[config.mk]
export PLATFORM = sky130hd
export DESIGN_NAME = rtu_frame_handler
export DESIGN_NICKNAME = d
export VERILOG_FILES = /design/src/hdl/rtu_pkg.sv /design/src/hdl/rtu_fifo.sv /design/src/hdl/rtu_frame_handler.sv
export VERILOG_INCLUDE_DIRS = /design/src /design/src/hdl
export SDC_FILE = /design/constraint.sdc
export NUM_CORES = 1
export LEC_CHECK = 0
export BUFFER_PORTS_ARGS = -buffer_cell sky130_fd_sc_hd__buf_2
export CAP_MARGIN = 20
export CORE_MARGIN = 3
export CORE_UTILIZATION = 61
export DETAILED_ROUTE_END_ITERATION = 6
export HOLD_SLACK_MARGIN = 0.02
export PLACE_DENSITY_LB_ADDON = 0.25
export SLEW_MARGIN = 20
export SYNTH_ARGS = -nofsm -noshare
export SYNTH_HDL_FRONTEND = slang
export SYNTH_SLANG_ARGS = --single-unit
[constraint.sdc]
create_clock -name core_clk -period 6.9 [get_ports core_clk]
set_clock_uncertainty 0.15 [all_clocks]
set_input_delay 1.035 -clock core_clk [delete_from_list [all_inputs] [get_ports core_clk]]
set_output_delay 1.035 -clock core_clk [all_outputs]
set_load 0.1 [all_outputs]
[src/hdl/rtu_frame_cfg.svh]
// constants for the rtu slave frame handler
`ifndef RTU_FRAME_CFG_SVH
`define RTU_FRAME_CFG_SVH

`define RTU_ADDR_BCAST 8'h00
`define RTU_ADDR_MAX 8'hf7

`define RTU_FC_RD_HOLD 8'h03
`define RTU_FC_WR_ONE 8'h06
`define RTU_FC_DIAG 8'h08
`define RTU_FC_WR_MULTI 8'h10
`define RTU_FC_ACC_LOG 8'h46
`define RTU_FC_ERR_FLAG 8'h80
`define RTU_EXC_ILL_FUNC 8'h01

`define RTU_CRC_INIT 16'hffff
`define RTU_CRC_POLY 16'ha001
`define RTU_CRC_RESIDUE 16'h0000

`define RTU_MIN_FRAME 8'h04
`define RTU_FRAME_CNT_MAX 8'hff

`define RTU_CLK_HZ 100000000
`define RTU_BITS_PER_CHAR 11
`define RTU_IDLE_GAP_HALF_CHARS 7
`define RTU_BAUD_DFLT 9600

`define RTU_PAY_WIDTH 9
`define RTU_PAY_DEPTH 8

`endif

[src/hdl/rtu_pkg.sv]
// types shared by the rtu slave frame handler
package rtu_pkg;

  typedef enum logic [5:0] {
    RTU_OP_NONE = 6'h01,
    RTU_OP_RD_HOLD = 6'h02,
    RTU_OP_WR_ONE = 6'h04,
    RTU_OP_DIAG = 6'h08,
    RTU_OP_WR_MULTI = 6'h10,
    RTU_OP_ACC_LOG = 6'h20
  } rtu_op_e;

  typedef enum logic [2:0] {
    RTU_RX_HUNT = 3'h1,
    RTU_RX_IDLE = 3'h2,
    RTU_RX_FRAME = 3'h4
  } rtu_rx_st_e;

  typedef enum logic [6:0] {
    RTU_TX_IDLE = 7'h01,
    RTU_TX_ADDR = 7'h02,
    RTU_TX_FUNC = 7'h04,
    RTU_TX_PAY = 7'h08,
    RTU_TX_EXC = 7'h10,
    RTU_TX_CRCL = 7'h20,
    RTU_TX_CRCH = 7'h40
  } rtu_tx_st_e;

endpackage

[src/hdl/rtu_fifo.sv]
// small synchronous fifo with valid/ready on both sides
`timescale 1ns/100ps
module rtu_fifo #(
  parameter int WIDTH = 9,
  parameter int DEPTH = 8
) (
  input wire logic clk,
  input wire logic rst_b,
  input wire logic in_valid,
  output logic in_ready,
  input wire logic [WIDTH-1:0] in_data,
  output logic out_valid,
  input wire logic out_ready,
  output logic [WIDTH-1:0] out_data
);
  localparam int AW = $clog2(DEPTH);

  logic [WIDTH-1:0] mem_q [DEPTH];
  logic [AW-1:0] wr_ptr_q;
  logic [AW-1:0] rd_ptr_q;
  logic [AW:0] count_q;
  logic push;
  logic pop;

  assign in_ready = (count_q != (AW+1)'(DEPTH));
  assign out_valid = (count_q != '0);
  assign out_data = mem_q[rd_ptr_q];
  assign push = in_valid && in_ready;
  assign pop = out_valid && out_ready;

  always_ff @(posedge clk) begin
    if (push) begin
      mem_q[wr_ptr_q] <= in_data;
    end
  end

  always_ff @(posedge clk or negedge rst_b) begin
    if (!rst_b) begin
      wr_ptr_q <= '0;
      rd_ptr_q <= '0;
      count_q <= '0;
    end else begin
      if (push) begin
        wr_ptr_q <= (wr_ptr_q == AW'(DEPTH-1)) ? '0 : wr_ptr_q + 1'b1;
      end
      if (pop) begin
        rd_ptr_q <= (rd_ptr_q == AW'(DEPTH-1)) ? '0 : rd_ptr_q + 1'b1;
      end
      if (push && !pop) begin
        count_q <= count_q + 1'b1;
      end else if (pop && !push) begin
        count_q <= count_q - 1'b1;
      end
    end
  end
endmodule

[src/hdl/rtu_frame_handler.sv]
// rtu slave frame handler: address/function decode, response framing, crc
`timescale 1ns/100ps
`include "rtu_frame_cfg.svh"
module rtu_frame_handler #(
  parameter int unsigned BAUD_RATE = `RTU_BAUD_DFLT,
  parameter int unsigned IDLE_GAP_CYCLES = 32'((64'(`RTU_IDLE_GAP_HALF_CHARS) * 64'(`RTU_BITS_PER_CHAR)
    * 64'(`RTU_CLK_HZ) + 64'(2 * BAUD_RATE) - 64'd1) / 64'(2 * BAUD_RATE))
) (
  input wire logic core_clk,
  input wire logic rst_b,
  input wire logic [7:0] station_number_setting,
  input wire logic rx_byte_valid,
  input wire logic [7:0] rx_byte,
  input wire logic rx_fault,
  output logic rx_data_valid,
  output logic [7:0] rx_data,
  output logic qry_valid,
  output rtu_pkg::rtu_op_e qry_op,
  output logic qry_bcast,
  output logic [7:0] qry_func,
  output logic frame_drop,
  output logic resp_pend,
  input wire logic resp_go,
  input wire logic resp_err,
  input wire logic pay_valid,
  input wire logic [7:0] pay_data,
  input wire logic pay_last,
  output logic pay_ready,
  output logic tx_valid,
  output logic [7:0] tx_data,
  input wire logic tx_ready,
  output logic tx_active
);
  import rtu_pkg::*;

  function automatic logic [15:0] crc_step(input logic [15:0] crc, input logic [7:0] b);
    logic [15:0] r;
    r = crc ^ {8'h00, b};
    for (int i = 0; i < 8; i++) begin
      r = r[0] ? ((r >> 1) ^ `RTU_CRC_POLY) : (r >> 1);
    end
    return r;
  endfunction

  // anything outside the five supported codes decodes to none and earns an error reply when addressed to this station; broadcasts are dropped
  function automatic rtu_op_e decode_op(input logic [7:0] fc);
    unique case (fc)
      `RTU_FC_RD_HOLD: return RTU_OP_RD_HOLD;
      `RTU_FC_WR_ONE: return RTU_OP_WR_ONE;
      `RTU_FC_DIAG: return RTU_OP_DIAG;
      `RTU_FC_WR_MULTI: return RTU_OP_WR_MULTI;
      `RTU_FC_ACC_LOG: return RTU_OP_ACC_LOG;
      default: return RTU_OP_NONE;
    endcase
  endfunction

  // reset falls asynchronously but leaves through two flops, so no flop sees a ragged release
  logic rst_meta_q;
  logic rst_sync_q;

  always_ff @(posedge core_clk or negedge rst_b) begin
    if (!rst_b) begin
      rst_meta_q <= 1'b0;
      rst_sync_q <= 1'b0;
    end else begin
      rst_meta_q <= 1'b1;
      rst_sync_q <= rst_meta_q;
    end
  end

  // receive side state
  rtu_rx_st_e rx_st_q;
  logic [31:0] gap_cnt_q;
  logic gap_full;
  logic rx_evt;
  logic [7:0] cnt_q;
  logic [15:0] rx_crc_q;
  logic bad_q;
  logic [7:0] addr_q;
  logic [7:0] func_q;
  logic [7:0] hold0_q;
  logic [7:0] hold1_q;
  logic addr_ok;
  logic is_bcast;
  logic is_match;
  logic frame_end;
  logic frame_good;
  rtu_op_e op;
  logic bcast_ok;
  logic exec_bcast;
  logic exec_uni;
  logic auto_err;

  // transmit side state
  rtu_tx_st_e tx_st_q;
  logic [15:0] tx_crc_q;
  logic tx_err_q;
  logic tx_auto_q;
  logic tx_start;
  logic tx_ld;
  logic [7:0] tx_next;
  logic fifo_out_valid;
  logic [8:0] fifo_out_data;
  logic fifo_pop;

  assign rx_evt = rx_byte_valid || rx_fault;
  assign gap_full = (gap_cnt_q == IDLE_GAP_CYCLES);

  // the uart may still be shifting our last byte when tx_active drops, so the
  // gap after a reply is measured from handover, not from the line
  always_ff @(posedge core_clk or negedge rst_sync_q) begin
    if (!rst_sync_q) begin
      gap_cnt_q <= '0;
    end else if (rx_evt || tx_active) begin
      gap_cnt_q <= '0;
    end else if (!gap_full) begin
      gap_cnt_q <= gap_cnt_q + 32'h1;
    end
  end

  // a frame only opens after a full idle gap, so joining the line in the middle of
  // someone else's traffic cannot misalign the address and function fields
  always_ff @(posedge core_clk or negedge rst_sync_q) begin
    if (!rst_sync_q) begin
      rx_st_q <= RTU_RX_HUNT;
    end else if (tx_active) begin
      rx_st_q <= RTU_RX_HUNT; // half duplex: ignore the line while replying
    end else begin
      unique case (rx_st_q)
        RTU_RX_HUNT: begin
          if (gap_full) begin
            rx_st_q <= RTU_RX_IDLE;
          end
        end
        RTU_RX_IDLE: begin
          if (rx_evt) begin
            rx_st_q <= RTU_RX_FRAME;
          end
        end
        RTU_RX_FRAME: begin
          if (gap_full) begin
            rx_st_q <= RTU_RX_IDLE;
          end
        end
      endcase
    end
  end

  assign addr_ok = (addr_q <= `RTU_ADDR_MAX);
  assign is_bcast = (addr_q == `RTU_ADDR_BCAST);
  assign is_match = addr_ok && !is_bcast && (addr_q == station_number_setting);
  assign frame_end = (rx_st_q == RTU_RX_FRAME) && gap_full && !tx_active;
  // crc over the whole frame including its trailer leaves a zero residue
  assign frame_good = !bad_q && addr_ok && (cnt_q >= `RTU_MIN_FRAME)
    && (rx_crc_q == `RTU_CRC_RESIDUE);
  assign op = decode_op(func_q);
  // only the two write codes make sense without a reply; other broadcasts are dropped
  assign bcast_ok = (op == RTU_OP_WR_ONE) || (op == RTU_OP_WR_MULTI);
  assign exec_bcast = frame_end && frame_good && is_bcast && bcast_ok;
  assign exec_uni = frame_end && frame_good && is_match && (op != RTU_OP_NONE);
  assign auto_err = frame_end && frame_good && is_match && (op == RTU_OP_NONE);

  always_ff @(posedge core_clk or negedge rst_sync_q) begin
    if (!rst_sync_q) begin
      cnt_q <= '0;
      rx_crc_q <= `RTU_CRC_INIT;
      bad_q <= 1'b0;
      addr_q <= '0;
      func_q <= '0;
      hold0_q <= '0;
      hold1_q <= '0;
    end else if (!tx_active && rx_evt && (rx_st_q != RTU_RX_HUNT)) begin
      if (rx_st_q == RTU_RX_IDLE) begin
        cnt_q <= 8'h01;
        rx_crc_q <= crc_step(`RTU_CRC_INIT, rx_byte);
        bad_q <= rx_fault;
        addr_q <= rx_byte;
      end else begin
        if (cnt_q != `RTU_FRAME_CNT_MAX) begin
          cnt_q <= cnt_q + 8'h01;
        end
        rx_crc_q <= crc_step(rx_crc_q, rx_byte);
        bad_q <= bad_q || rx_fault;
        if (cnt_q == 8'h01) begin
          func_q <= rx_byte;
        end else if (cnt_q == 8'h02) begin
          hold0_q <= rx_byte;
        end else if (cnt_q == 8'h03) begin
          hold1_q <= rx_byte;
        end else begin
          hold0_q <= hold1_q; // the last two bytes are the trailer, never payload
          hold1_q <= rx_byte;
        end
      end
    end
  end

  // payload bytes are forwarded two bytes late so the trailer never leaks out
  always_ff @(posedge core_clk or negedge rst_sync_q) begin
    if (!rst_sync_q) begin
      rx_data_valid <= 1'b0;
      rx_data <= '0;
    end else begin
      rx_data_valid <= !tx_active && rx_byte_valid && (rx_st_q == RTU_RX_FRAME)
        && (cnt_q >= 8'h04) && (is_bcast || is_match);
      if (rx_byte_valid && (rx_st_q == RTU_RX_FRAME) && (cnt_q >= 8'h04)) begin
        rx_data <= hold0_q;
      end
    end
  end

  // op, broadcast and function stay put until the next frame end for the application
  always_ff @(posedge core_clk or negedge rst_sync_q) begin
    if (!rst_sync_q) begin
      qry_valid <= 1'b0;
      qry_op <= RTU_OP_NONE;
      qry_bcast <= 1'b0;
      qry_func <= '0;
      frame_drop <= 1'b0;
    end else begin
      qry_valid <= exec_bcast || exec_uni;
      frame_drop <= frame_end && !(exec_bcast || exec_uni);
      if (frame_end) begin
        qry_op <= op;
        qry_bcast <= is_bcast;
        qry_func <= func_q;
      end
    end
  end

  // a reply waits for the application; a new frame means the master moved on
  always_ff @(posedge core_clk or negedge rst_sync_q) begin
    if (!rst_sync_q) begin
      resp_pend <= 1'b0;
    end else if (exec_uni) begin
      resp_pend <= 1'b1;
    end else if (resp_go || (rx_evt && rx_st_q == RTU_RX_IDLE)) begin
      resp_pend <= 1'b0;
    end
  end

  assign tx_start = (tx_st_q == RTU_TX_IDLE) && (auto_err || (resp_pend && resp_go));
  assign tx_ld = (tx_st_q != RTU_TX_IDLE) && (!tx_valid || tx_ready)
    && ((tx_st_q != RTU_TX_PAY) || fifo_out_valid);
  assign fifo_pop = tx_ld && (tx_st_q == RTU_TX_PAY);
  assign tx_active = (tx_st_q != RTU_TX_IDLE) || tx_valid;

  // reply byte mux; the crc bytes come from the running sum before it moves on
  always_comb begin
    tx_next = 8'h00;
    unique case (tx_st_q)
      RTU_TX_IDLE: tx_next = 8'h00;
      RTU_TX_ADDR: tx_next = addr_q;
      RTU_TX_FUNC: tx_next = tx_err_q ? (func_q | `RTU_FC_ERR_FLAG) : func_q;
      RTU_TX_PAY: tx_next = fifo_out_data[7:0];
      RTU_TX_EXC: tx_next = `RTU_EXC_ILL_FUNC;
      RTU_TX_CRCL: tx_next = tx_crc_q[7:0];
      RTU_TX_CRCH: tx_next = tx_crc_q[15:8];
    endcase
  end

  always_ff @(posedge core_clk or negedge rst_sync_q) begin
    if (!rst_sync_q) begin
      tx_st_q <= RTU_TX_IDLE;
      tx_err_q <= 1'b0;
      tx_auto_q <= 1'b0;
    end else if (tx_start) begin
      tx_st_q <= RTU_TX_ADDR;
      tx_err_q <= auto_err || resp_err;
      tx_auto_q <= auto_err;
    end else if (tx_ld) begin
      unique case (tx_st_q)
        RTU_TX_IDLE: tx_st_q <= RTU_TX_IDLE;
        RTU_TX_ADDR: tx_st_q <= RTU_TX_FUNC;
        RTU_TX_FUNC: tx_st_q <= tx_auto_q ? RTU_TX_EXC : RTU_TX_PAY;
        RTU_TX_PAY: tx_st_q <= fifo_out_data[8] ? RTU_TX_CRCL : RTU_TX_PAY;
        RTU_TX_EXC: tx_st_q <= RTU_TX_CRCL;
        RTU_TX_CRCL: tx_st_q <= RTU_TX_CRCH;
        RTU_TX_CRCH: tx_st_q <= RTU_TX_IDLE;
      endcase
    end
  end

  // the trailer bytes must not be folded into the sum that they carry
  always_ff @(posedge core_clk or negedge rst_sync_q) begin
    if (!rst_sync_q) begin
      tx_crc_q <= `RTU_CRC_INIT;
    end else if (tx_start) begin
      tx_crc_q <= `RTU_CRC_INIT;
    end else if (tx_ld && (tx_st_q != RTU_TX_CRCL) && (tx_st_q != RTU_TX_CRCH)) begin
      tx_crc_q <= crc_step(tx_crc_q, tx_next);
    end
  end

  // a byte stays offered until the uart takes it; the next one follows back to back
  always_ff @(posedge core_clk or negedge rst_sync_q) begin
    if (!rst_sync_q) begin
      tx_valid <= 1'b0;
      tx_data <= '0;
    end else if (tx_ld) begin
      tx_valid <= 1'b1;
      tx_data <= tx_next;
    end else if (tx_ready) begin
      tx_valid <= 1'b0;
    end
  end

  // payload may be queued ahead of resp_go; a full queue stalls the application
  rtu_fifo #(
    .WIDTH(`RTU_PAY_WIDTH),
    .DEPTH(`RTU_PAY_DEPTH)
  ) u_pay_fifo (
    .clk(core_clk),
    .rst_b(rst_sync_q),
    .in_valid(pay_valid),
    .in_ready(pay_ready),
    .in_data({pay_last, pay_data}),
    .out_valid(fifo_out_valid),
    .out_ready(fifo_pop),
    .out_data(fifo_out_data)
  );
endmodule

==> flow_metrics.tcl, run 1 <==
set metrics [dict create \
    die_height_um 142.2 \
    combPwrFrac_pct 33.0 \
    synth_ff_type "dfrtp_1" \
    postRouteAntennaNets 0 \
    detailed_place_hpwl_um 16880 \
    avgSynthCellArea_um2 11.41 \
    drt_pass1_iterations 5 \
    gp_congestion 0.8739 \
    worst_ep_arrival_time_ps 4400 \
    grt_use_total_pct 24.52 \
    core_um2 18090 \
    io_buffers 70 \
    vias 7715 \
    final_nets 1106 \
    synth.yosys.warnings 0 \
    grt.overflow.total 0 \
    post-route-util_pct 71.16 \
    end_kind "flop" \
    ys_seq_area_share_pct 56.01 \
    seqPwrFrac_pct 37.9 \
    powerDensity_nw_per_um2 393.2 \
    maxCapViolations 0 \
    grt_pass1_wl_um 39830 \
    pwr-share-clk_pct 29.1 \
    async_flop_share_pct 69.62 \
    status "completed" \
    ys_types 63 \
    finalCritPeriodShare_pct 60.23 \
    rsz0062_at_grt "false" \
    hold_viol 0 \
    rows 49 \
    synth_nets 1038 \
    finalPower_w 0.005060 \
    setup_viol 0 \
    internal_power_w 0.003420 \
    ys_ff_latch 237 \
    grt_pass1_vias 7598 \
    p_leak_nw 5.406 \
    max_freq_ghz 0.2406 \
    p_sw_share_pct 32.42 \
    final.setup.tns_ps 0 \
    clock-sinks 237 \
    avgRoutedWirePerCell_um 18.64 \
    io_pins 71 \
    clk_latency_ps 510 \
    initial_core_util_pct 62.54 \
    initialDrtViolationCount 571 \
    drc 0 \
    switching_power_w 0.001641 \
    ir_worst_vdd_uv 648.3 \
    worstSetupPathType "reg -> reg" \
    slew_viol_final 0 \
    rr_worst_depth 13 \
    worst_r2r_endpoint "u_pay_fifo.count_q[3]" \
    postCtsHoldBufs 0 \
    cts_resized 0 \
    syn_to_final_growth_pct 13.78 \
    fill_cells 1251 \
    cts_made_buffers 25 \
    post-route-min-period_ps 4156 \
    multi_input_area_um2 4821 \
    clkTransAtPathRegs_ps 60 \
    antenna_found_initial 1 \
    cts_tree "yes" \
    vias_per_cell 5.903 \
    cts-root-buf "clkbuf_16" \
    critPathRequiredTime_ps 7140 \
    synth_area_um2 11310 \
    dieArea_um2 20210 \
    drive_above_1_share_pct 21.73 \
    h-tree-depth 1 \
    grt_max_degree 86 \
    regArea_um2 6339 \
    clk_path_buf_depth 3 \
    reg2reg_slack_ps 2740 \
    hp-class "reg -> async" \
    slew_headroom_pct 33.02 \
    crit_path_start_kind "flop" \
    reg2reg_from "tx_st_q[1]" \
    cts_setup_buffers 0 \
    synth_edf_count 72 \
    syn_inst 991 \
    wl_um 24360 \
    die_x_um 142.2 \
    critPathMaxFanout 21 \
    tightest_slew_ps 1003 \
]
==> critical path, cell delays in order (launching register included) <==
cell	delay (ps)
dfrtp_1	710
or4_1	350
or3_4	210
o21ai_0	120
nor2b_1	800
nand3_1	350
ha_1	330
inv_1	110
ha_1	240
a21o_1	160
a21oi_1	180
xnor2_1	130
nor2_1	60
xor2_1	140
==> metal layers <==
layer	vias up	track usage, %	share of wire [%]
met4	0	6.364	2.4
met5	-	0	0
met3	45	3.898	5.2
li1	3666	-	-
met1	3779	34.99	44
met2	225	39.83	48
==> metrics by stage <==
step | instances | hold WS (ps) | instance area (um^2) | worst slack (ps)
after global routing | 1307 | 109.5 | 12870 | 2416
after global placement | 1259 | 186.6 | 11900 | 2978
after floorplan | 991 | 181.2 | 11310 | 1873
after detailed placement | 1259 | 191.2 | 11900 | 2772
after CTS | 1304 | 123.4 | 12820 | 2816
final | 1307 | 84.39 | 12870 | 2744
==> power by group through the flow <==
stage               sequential (W)  clock (W)  combinational [W]
CTS                        0.00192    0.00150            0.00168
global route               0.00194    0.00156            0.00181
floorplan                  0.00200          0            0.00126
global placement           0.00193          0            0.00163
finish                     0.00192    0.00147            0.00167
detailed placement         0.00194          0            0.00167
==> cells in the final DEF, fill, tap and decap left out, drive strengths merged, types with 13 or more instances in the layout <==
master	n
a21oi	31
buf	80
clkbuf	31
dfrtp	130
dfstp	35
edfxtp	72
ha	13
mux2	45
mux2i	21
nand2	121
nand3	28
nand4	14
nor2	91
nor3	34
nor4	13
o21ai	54
xnor2	42
xor2	52
==> synthesized netlist by cell type (all sizes together), types with 6 or more instances <==
cell type | instances | area [um^2]
a21oi | 31 | 155.2
nand4 | 14 | 87.58
nor2b | 12 | 75.07
dfrtp | 130 | 3253
o21ai | 54 | 270.3
nand3 | 28 | 140.1
xor2 | 52 | 463.0
clkbuf | 32 | 120.1
buf | 7 | 37.54
dfstp | 35 | 919.6
nor3 | 34 | 175.2
ha | 13 | 162.7
mux4 | 12 | 270.3
nand2 | 121 | 454.2
nor2 | 91 | 341.6
inv | 12 | 45.04
edfxtp | 72 | 2162
nand2b | 11 | 68.82
nor4 | 13 | 81.33
xnor2 | 42 | 367.9
nor4b | 6 | 52.55
nand3b | 12 | 90.09
mux2i | 21 | 210.2
and3 | 12 | 75.07
or4 | 6 | 45.04
mux2 | 45 | 506.7
a211oi | 8 | 65.06
==> state kept, by name, summed over array words and instances (netlist names), 3 cells and up <==
signal	count
tx_data	8
u_pay_fifo.count_q	4
u_pay_fifo.wr_ptr_q	3
gap_cnt_q	32
qry_func	8
hold0_q	8
cnt_q	8
rx_crc_q	16
addr_q	8
hold1_q	8
tx_st_q	7
u_pay_fifo.mem_q	72
rx_st_q	3
func_q	8
tx_crc_q	16
u_pay_fifo.rd_ptr_q	3
qry_op	6
rx_data	8
==> area by class of cell <==
| class | instances | share of cell area [%] |
|---|---|---|
| Sequential cell | 237 | 49.25 |
| Clock inverter | 14 | 1.721 |
| Inverter | 12 | 0.3500 |
| Multi-Input combinational cell | 703 | 37.46 |
| Tap cell | 229 | 2.226 |
| Clock buffer | 31 | 5.425 |
| Antenna cell | 1 | 0.01944 |
| Timing Repair Buffer | 80 | 3.549 |
==> cells by family after synthesis <==
logic type,synth area share [%]
other cells,0.03315
simple gates,16.96
flops,56.01
buf+inv,1.792
compound gates,6.482
fa+ha+maj,1.615
mux,8.728
xor+xnor,8.385
==> worst max path at each step <==
stage	startpoint	endpoint	slack (ps)	cells after the start
CTS	tx_st_q[1]	u_pay_fifo.count_q[3]	2820	13
global placement	tx_ready	u_pay_fifo.count_q[3]	2980	12
finish	tx_st_q[1]	u_pay_fifo.count_q[3]	2740	13
global route	tx_st_q[6]	u_pay_fifo.count_q[3]	2420	13
detailed placement	tx_st_q[1]	u_pay_fifo.count_q[3]	2770	13
floorplan	rst_sync_q	addr_q[0]	1870	0
(Power assumes the default switching activity.)
==> inputs of run 2 (changes only) <==
- ABC_AREA: default -> 1
- clock period: 6.9 -> 3.95 ns (I/O delays scaled with it)
==> run 2 against run 1 <==
  * Power increased by 59%
  * Synthesized area grew 3.9%
  * Flip-flop and latch count unchanged
  * Largest power group unchanged
  * Clock power increased by 56%
==> flow_metrics.tcl, run 2 <==
set metrics [dict create \
    drive_above_1_share_pct 12.92 \
    async_flop_share_pct 69.62 \
    synthMuxAreaShare_pct 0 \
    synth_edf_count 72 \
    synth-xor-area-share_pct 2.534 \
    worstPathCellList "inv_2 -> nand2_2 -> nor2_4 -> inv_2 -> nor4_4 -> inv_2 -> nor2_4 -> inv_2 -> nor2_4 -> nand2_2 -> nor2_1 -> buf_4 -> inv_1 -> a311oi_4 -> o211ai_1 -> o21ai_0" \
    rsz0062_at_grt "false" \
    cpPeakStageDelay_ps 550 \
    ys_ff_latch 237 \
    worst_ep_arrival_time_ps 3560 \
    top_register "u_pay_fifo.mem_q" \
    syn_inst 1371 \
    synthAdderAreaFrac_pct 1.555 \
    rows 50 \
    synth_top_family_by_area "simple AND/OR/NAND/NOR gates" \
    drt_pass1_iterations 6 \
    antenna_cells 0 \
    worstSetupPathType "reg -> reg" \
    worst_r2r_endpoint "hold0_q[0]" \
    detailed_place_hpwl_um 18500 \
    end_kind "flop" \
    grt_use_total_pct 25.64 \
    vias 9632 \
    cts_setup_buffers 0 \
    clk_latency_ps 520 \
    avgSynthCellArea_um2 8.570 \
    final_nets 1502 \
    clkTransAtPathRegs_ps 60 \
    grt_pass1_wl_um 43370 \
    final.setup.tns_ps 0 \
    ys_seq_area_share_pct 53.91 \
    p_leak_nw 6.115 \
    whs_endpoint "u_pay_fifo.mem_q[3][1]" \
    cts_resized 0 \
    fin_ws_ps 654.2 \
    final_common_cell "nand2_1" \
    core_um2 18830 \
    reg2reg_from "tx_st_q[4]" \
    synth_top_area_share_pct 27.69 \
    grt_max_degree 76 \
    critPathMaxFanout 16 \
    slew_headroom_pct 28.86 \
    vias_per_cell 5.564 \
    yosysTopAreaCell "dfrtp_1" \
    synth_ff_type "dfrtp_1" \
    ys_types 54 \
    synthSimpleGateAreaFrac_pct 23.09 \
    wl_um 26810 \
    h-tree-depth 1 \
    grt.overflow.total 0 \
    status "completed" \
    largest_register_ff_count 72 \
    min_from "pay_data[1]" \
    synth-compound-area-share_pct 11.21 \
    die_height_um 144.8 \
    die_x_um 144.8 \
    reg2reg_slack_ps 650 \
    dieArea_um2 20960 \
    rr_worst_depth 16 \
    maxCapViolations 0 \
    antenna_found_initial 0 \
    gp_congestion 0.8865 \
    synthTopCellsByCount "nand2_1 (297), inv_1 (189), nor2_1 (132)" \
    max_freq_ghz 0.3034 \
    hold_viol 0 \
    layout_common_cells "nand2_1 (297), inv_1 (189), nor2_1 (132)" \
    critPathRequiredTime_ps 4220 \
    synth.yosys.warnings 0 \
    avgRoutedWirePerCell_um 15.49 \
    slew_viol_final 0 \
    hp-class "in -> reg" \
    crit_path_start_kind "flop" \
    synth_nets 1418 \
    cts-root-buf "clkbuf_16" \
    tightest_slew_ps 1063 \
    initialDrtViolationCount 814 \
    clk_path_buf_depth 3 \
    grt_pass1_vias 8909 \
    finalCritPeriodShare_pct 83.44 \
    drc 0 \
    io_buffers 70 \
    clock-sinks 237 \
    synth_area_um2 11750 \
    syn_to_final_growth_pct 12.81 \
    io_pins 71 \
    dpl_worst_slack_ps 739.0 \
    hold_depth 1 \
    cpMostUsedCell "inv_2" \
    cts_made_buffers 25 \
    initial_core_util_pct 62.40 \
    post-route-min-period_ps 3296 \
    postRouteAntennaNets 0 \
    cp_slowest_cell "a311oi_4" \
    ir_worst_vdd_uv 460.2 \
    yosys.cell_count.top_type "nand2_1" \
    setup_viol 0 \
    yosys-top-cells-area "dfrtp_1 (28%), edfxtp_1 (18%), nand2_1 (9.5%), dfstp_2 (7.8%), inv_1 (6.0%)" \
    cts_tree "yes" \
    largest_registers "u_pay_fifo.mem_q: 72 flops, gap_cnt_q: 32 flops" \
    powerDensity_nw_per_um2 605.8 \
]
run 2: cell types whose count changed in the layout (fill, tap and decap cells not counted), moves of 11 or more:
cell	previous run	this run
and3_1	12	0
buf_4	7	18
inv_1	12	189
xor2_1	51	20
nand2b_1	11	0
mux2i_1	21	0
nand3_1	28	110
nor2b_1	12	0
mux4_2	12	0
mux2_2	45	0
nor2_1	91	132
o21ai_0	53	130
xnor2_1	42	14
nand2_1	121	297
run 2: worst max-delay path by stage:
stage / slack (ps) / from / endpoint
finish: 650 / tx_st_q[4] / hold0_q[0]
global route: 310 / tx_st_q[4] / hold0_q[0]
CTS: 660 / tx_st_q[4] / u_pay_fifo.count_q[3]
detailed placement: 740 / tx_st_q[4] / hold0_q[0]
global placement: 880 / tx_st_q[4] / u_pay_fifo.count_q[3]
floorplan: 690 / tx_valid / u_pay_fifo.count_q[3]
run 2: through the flow:
step,utilization [%],std cells,hold WS [ps],instance area [um^2],power [W]
floorplan,-,1371,146.9,11750,0.005100
global placement,66.03,1687,182.7,12430,0.005636
detailed placement,66.03,1687,190.9,12430,0.005728
CTS,70.39,1731,171.9,13260,0.008038
global route,70.39,1731,180.7,13260,0.008545
finish,70.39,1731,186.7,13260,0.008030
run 2: timing repair:
action,CTS,global route
endpoints found under the setup margin,0,0
endpoints found under the hold margin,2,0
hold buffers,1,0
run 2: area by class of cell:
type / instances / area (um^2)
flip-flops and latches: 237 / 6339
fillers: 1435 / 5575
multi-input cells: 901 / 4514
clock buffers: 37 / 755.7
inverters: 200 / 750.7
repair buffers: 90 / 515.5
well taps: 260 / 325.3
clock inverters: 6 / 55.05
run 2: critical path: cells and delay by family (launching register included):
| family | cells | cell delay, ps |
|---|---|---|
| simple gates | 7 | 1090 |
| compound gates | 3 | 890 |
| buf+inv | 6 | 640 |
| flops | 1 | 410 |
run 2: report_power, final:
part	switching (W)	internal, W
Combinational	0.00184	0.000750
Clock	0.000915	0.00138
Sequential	0.000228	0.00292
run 2: kinds of logic (layout without fill, tap and decap cells):
group,count (synthesis),after routing
adders and majority gates,14,14
AOI/OAI and AO/OA,230,230
other,1,1
buffers and inverters,233,333
and+or+nand+nor,622,622
xor gates and xnor gates,34,34
DFF,237,237
run 2: metal layers:
layer | vias up | part of all wire, % | global-route usage (%) | wire length [um]
li1 | 4705 | - | - | -
met1 | 4558 | 45 | 36.65 | 11960
met2 | 321 | 47 | 41.75 | 12590
met3 | 48 | 6.4 | 3.681 | 1706
met4 | 0 | 2.0 | 6.431 | 548
met5 | - | 0 | 0 | 0
==> inputs of run 3 (changes only) <==
- ABC_AREA: 1 -> 0
- CORE_UTILIZATION: 61 -> 55
- clock period: 3.95 -> 2.8 ns (I/O delays scaled with it)
==> run 3 against run 2 <==
  * The run now ends with negative setup slack left
  * Global-route usage decreased by 1.6 points
  * Combinational power grew 110%
  * Sequential share of layout area shrank 2.4 points
  * Register-to-register slack lost 970 ps
  * Non-clock buffer count is 96 higher
  * Routed wire length down 0.72%
  * Worst hold slack lost 150 ps
  * First-iteration DRC count decreased by 30%
  * Maximum frequency is 5.9% higher
  * Clock-buffer cell count shrank 7
  * Critical path depth is 8 lower
==> flow_metrics.tcl, run 3 (synthesized netlist as in run 1, its figures left out) <==
set metrics [dict create \
    status "finished, violations left" \
    violations "negative setup slack" \
    hold_depth 1 \
    rr_worst_depth 8 \
    final_common_cell "dfrtp_1" \
    slew_headroom_pct 35.04 \
    wl_um 26620 \
    gp_congestion 0.9037 \
    core_um2 19850 \
    fin_ws_ps -311.4 \
    die_height_um 149.4 \
    dr_wl_met3_um 1299 \
    grt_use_total_pct 24.07 \
    p_sw_share_pct 33.15 \
    reg2reg_slack_ps -310 \
    rows 51 \
    detailed_place_hpwl_um 18420 \
    grt_pass1_wl_um 42950 \
    vias 8210 \
    cp_top_family "multiplexers" \
    rsz0062_at_grt "true" \
    largest_register_ff_count 72 \
    maxCapViolations 0 \
    dpl_worst_slack_ps -337.7 \
    postRouteAntennaNets 0 \
    largest_registers "u_pay_fifo.mem_q: 72 flops, gap_cnt_q: 32 flops" \
    seqPwrFrac_pct 33.9 \
    clk_latency_ps 530 \
    top_register "u_pay_fifo.mem_q" \
    slew_viol_final 0 \
    hp-class "in -> reg" \
    whs_endpoint "u_pay_fifo.mem_q[4][0]" \
    die_x_um 149.4 \
    antenna_found_initial 1 \
    drive_above_1_share_pct 30.91 \
    pwr-share-clk_pct 25.5 \
    critPathRequiredTime_ps 3110 \
    combPwrFrac_pct 40.7 \
    dieArea_um2 22320 \
    avgRoutedWirePerCell_um 18.36 \
    setup_viol 6 \
    layout_common_cells "dfrtp_1 (128), nand2_1 (120), buf_4 (98)" \
    finalCritPeriodShare_pct 111.1 \
    switching_power_w 0.004514 \
    drc 0 \
    internal_power_w 0.009101 \
    crit_path_start_kind "flop" \
    cts_made_buffers 25 \
    worstSetupPathType "reg -> reg" \
    initialDrtViolationCount 570 \
    final_nets 1212 \
    ir_worst_vdd_uv 1659 \
    max_freq_ghz 0.3214 \
    clk_path_buf_depth 3 \
    final.setup.tns_ps -1118 \
    cts-root-buf "clkbuf_16" \
    io_pins 71 \
    p_leak_nw 5.956 \
    post-route-min-period_ps 3111 \
    cts_tree "yes" \
    cp_num_buf_inv 0 \
    drt_pass1_iterations 5 \
    postPlaceCellArea_um2 12750 \
    initial_core_util_pct 57.00 \
    design_area_um2 13950 \
    reg2reg_from "u_pay_fifo.rd_ptr_q[0]" \
    dp.cells 1387 \
    wl_met2_um 12610 \
    clkTransAtPathRegs_ps 70 \
    top_layer "met4" \
    min_from "pay_data[0]" \
    syn_to_final_growth_pct 23.32 \
    grt.overflow.total 0 \
    worstPathCellList "mux4_2 -> mux2_4 -> a221oi_4 -> mux2i_2 -> xnor2_2 -> xor3_2 -> xor3_1 -> a21oi_2" \
    critPathMaxFanout 4 \
    grt_pass1_vias 8081 \
    io_buffers 70 \
    cp_slowest_cell "mux4_2" \
    hold_viol 0 \
    grt_max_degree 53 \
    clock-sinks 237 \
    wl_met1_um 12190 \
    final-instance-count-excl-fill 1450 \
    cpPeakStageDelay_ps 500 \
    h-tree-depth 1 \
    end_kind "flop" \
    tightest_slew_ps 970.8 \
    powerDensity_nw_per_um2 976.0 \
    worst_r2r_endpoint "tx_crc_q[14]" \
    vias_per_cell 5.662 \
    worst_ep_arrival_time_ps 3420 \
]
[run 3: power groups by stage]
stage | Clock, W | Sequential [W] | Combinational (W)
6_report | 0.00347 | 0.00461 | 0.00554
4_1_cts | 0.00354 | 0.00460 | 0.00537
3_5_place_dp | 0 | 0.00465 | 0.00513
2_1_floorplan | 0 | 0.00494 | 0.00320
3_3_place_gp | 0 | 0.00463 | 0.00503
5_1_grt | 0.00367 | 0.00466 | 0.00595
[run 3: layer usage]
metal  GRT usage (%)  vias up
met5               0        -
met4           5.538        0
met3           3.737       43
met2           37.85      199
met1           35.76     4088
li1                -     3880
[run 3: final cells by class]
| cell class | count | area [um^2] |
|---|---|---|
| fill | 1422 | 5897 |
| clock buffer | 30 | 680.7 |
| inverter | 12 | 47.55 |
| antenna | 1 | 2.502 |
| sequential | 237 | 6340 |
| multi-input combinational | 703 | 5032 |
| clock inverter | 16 | 187.7 |
| timing repair buffer | 186 | 1326 |
| tap | 265 | 331.6 |
[run 3: worst max path at each step]
stage | from | endpoint | depth (start not counted)
2_1_floorplan | tx_st_q[5] | u_pay_fifo.count_q[3] | 14
3_3_place_gp | u_pay_fifo.rd_ptr_q[0] | tx_crc_q[14] | 8
5_1_grt | u_pay_fifo.rd_ptr_q[0] | tx_crc_q[0] | 8
6_report | u_pay_fifo.rd_ptr_q[0] | tx_crc_q[14] | 8
4_1_cts | u_pay_fifo.rd_ptr_q[0] | tx_crc_q[14] | 8
3_5_place_dp | u_pay_fifo.rd_ptr_q[0] | tx_crc_q[14] | 8
[run 3: what timing repair did]
action / CTS / global route
gates resized for setup: 22 / 17
hold endpoints to repair: 62 / 0
hold buffers: 10 / 0
cloned: 0 / 0
pin swaps: 12 / 4
endpoints found under the setup margin: 7 / 25
buffers inserted: 5 / 1
[run 3: through the flow]
stage                     util, %  hold slack (ps)  total power (W)
after CTS                   69.79            30.60          0.01350
after floorplan                 -           -25.59         0.008141
after detailed placement    64.25            57.81         0.009784
after global placement      64.25            55.98         0.009655
final                       70.29            37.49          0.01361
after global routing        70.29            47.35          0.01429
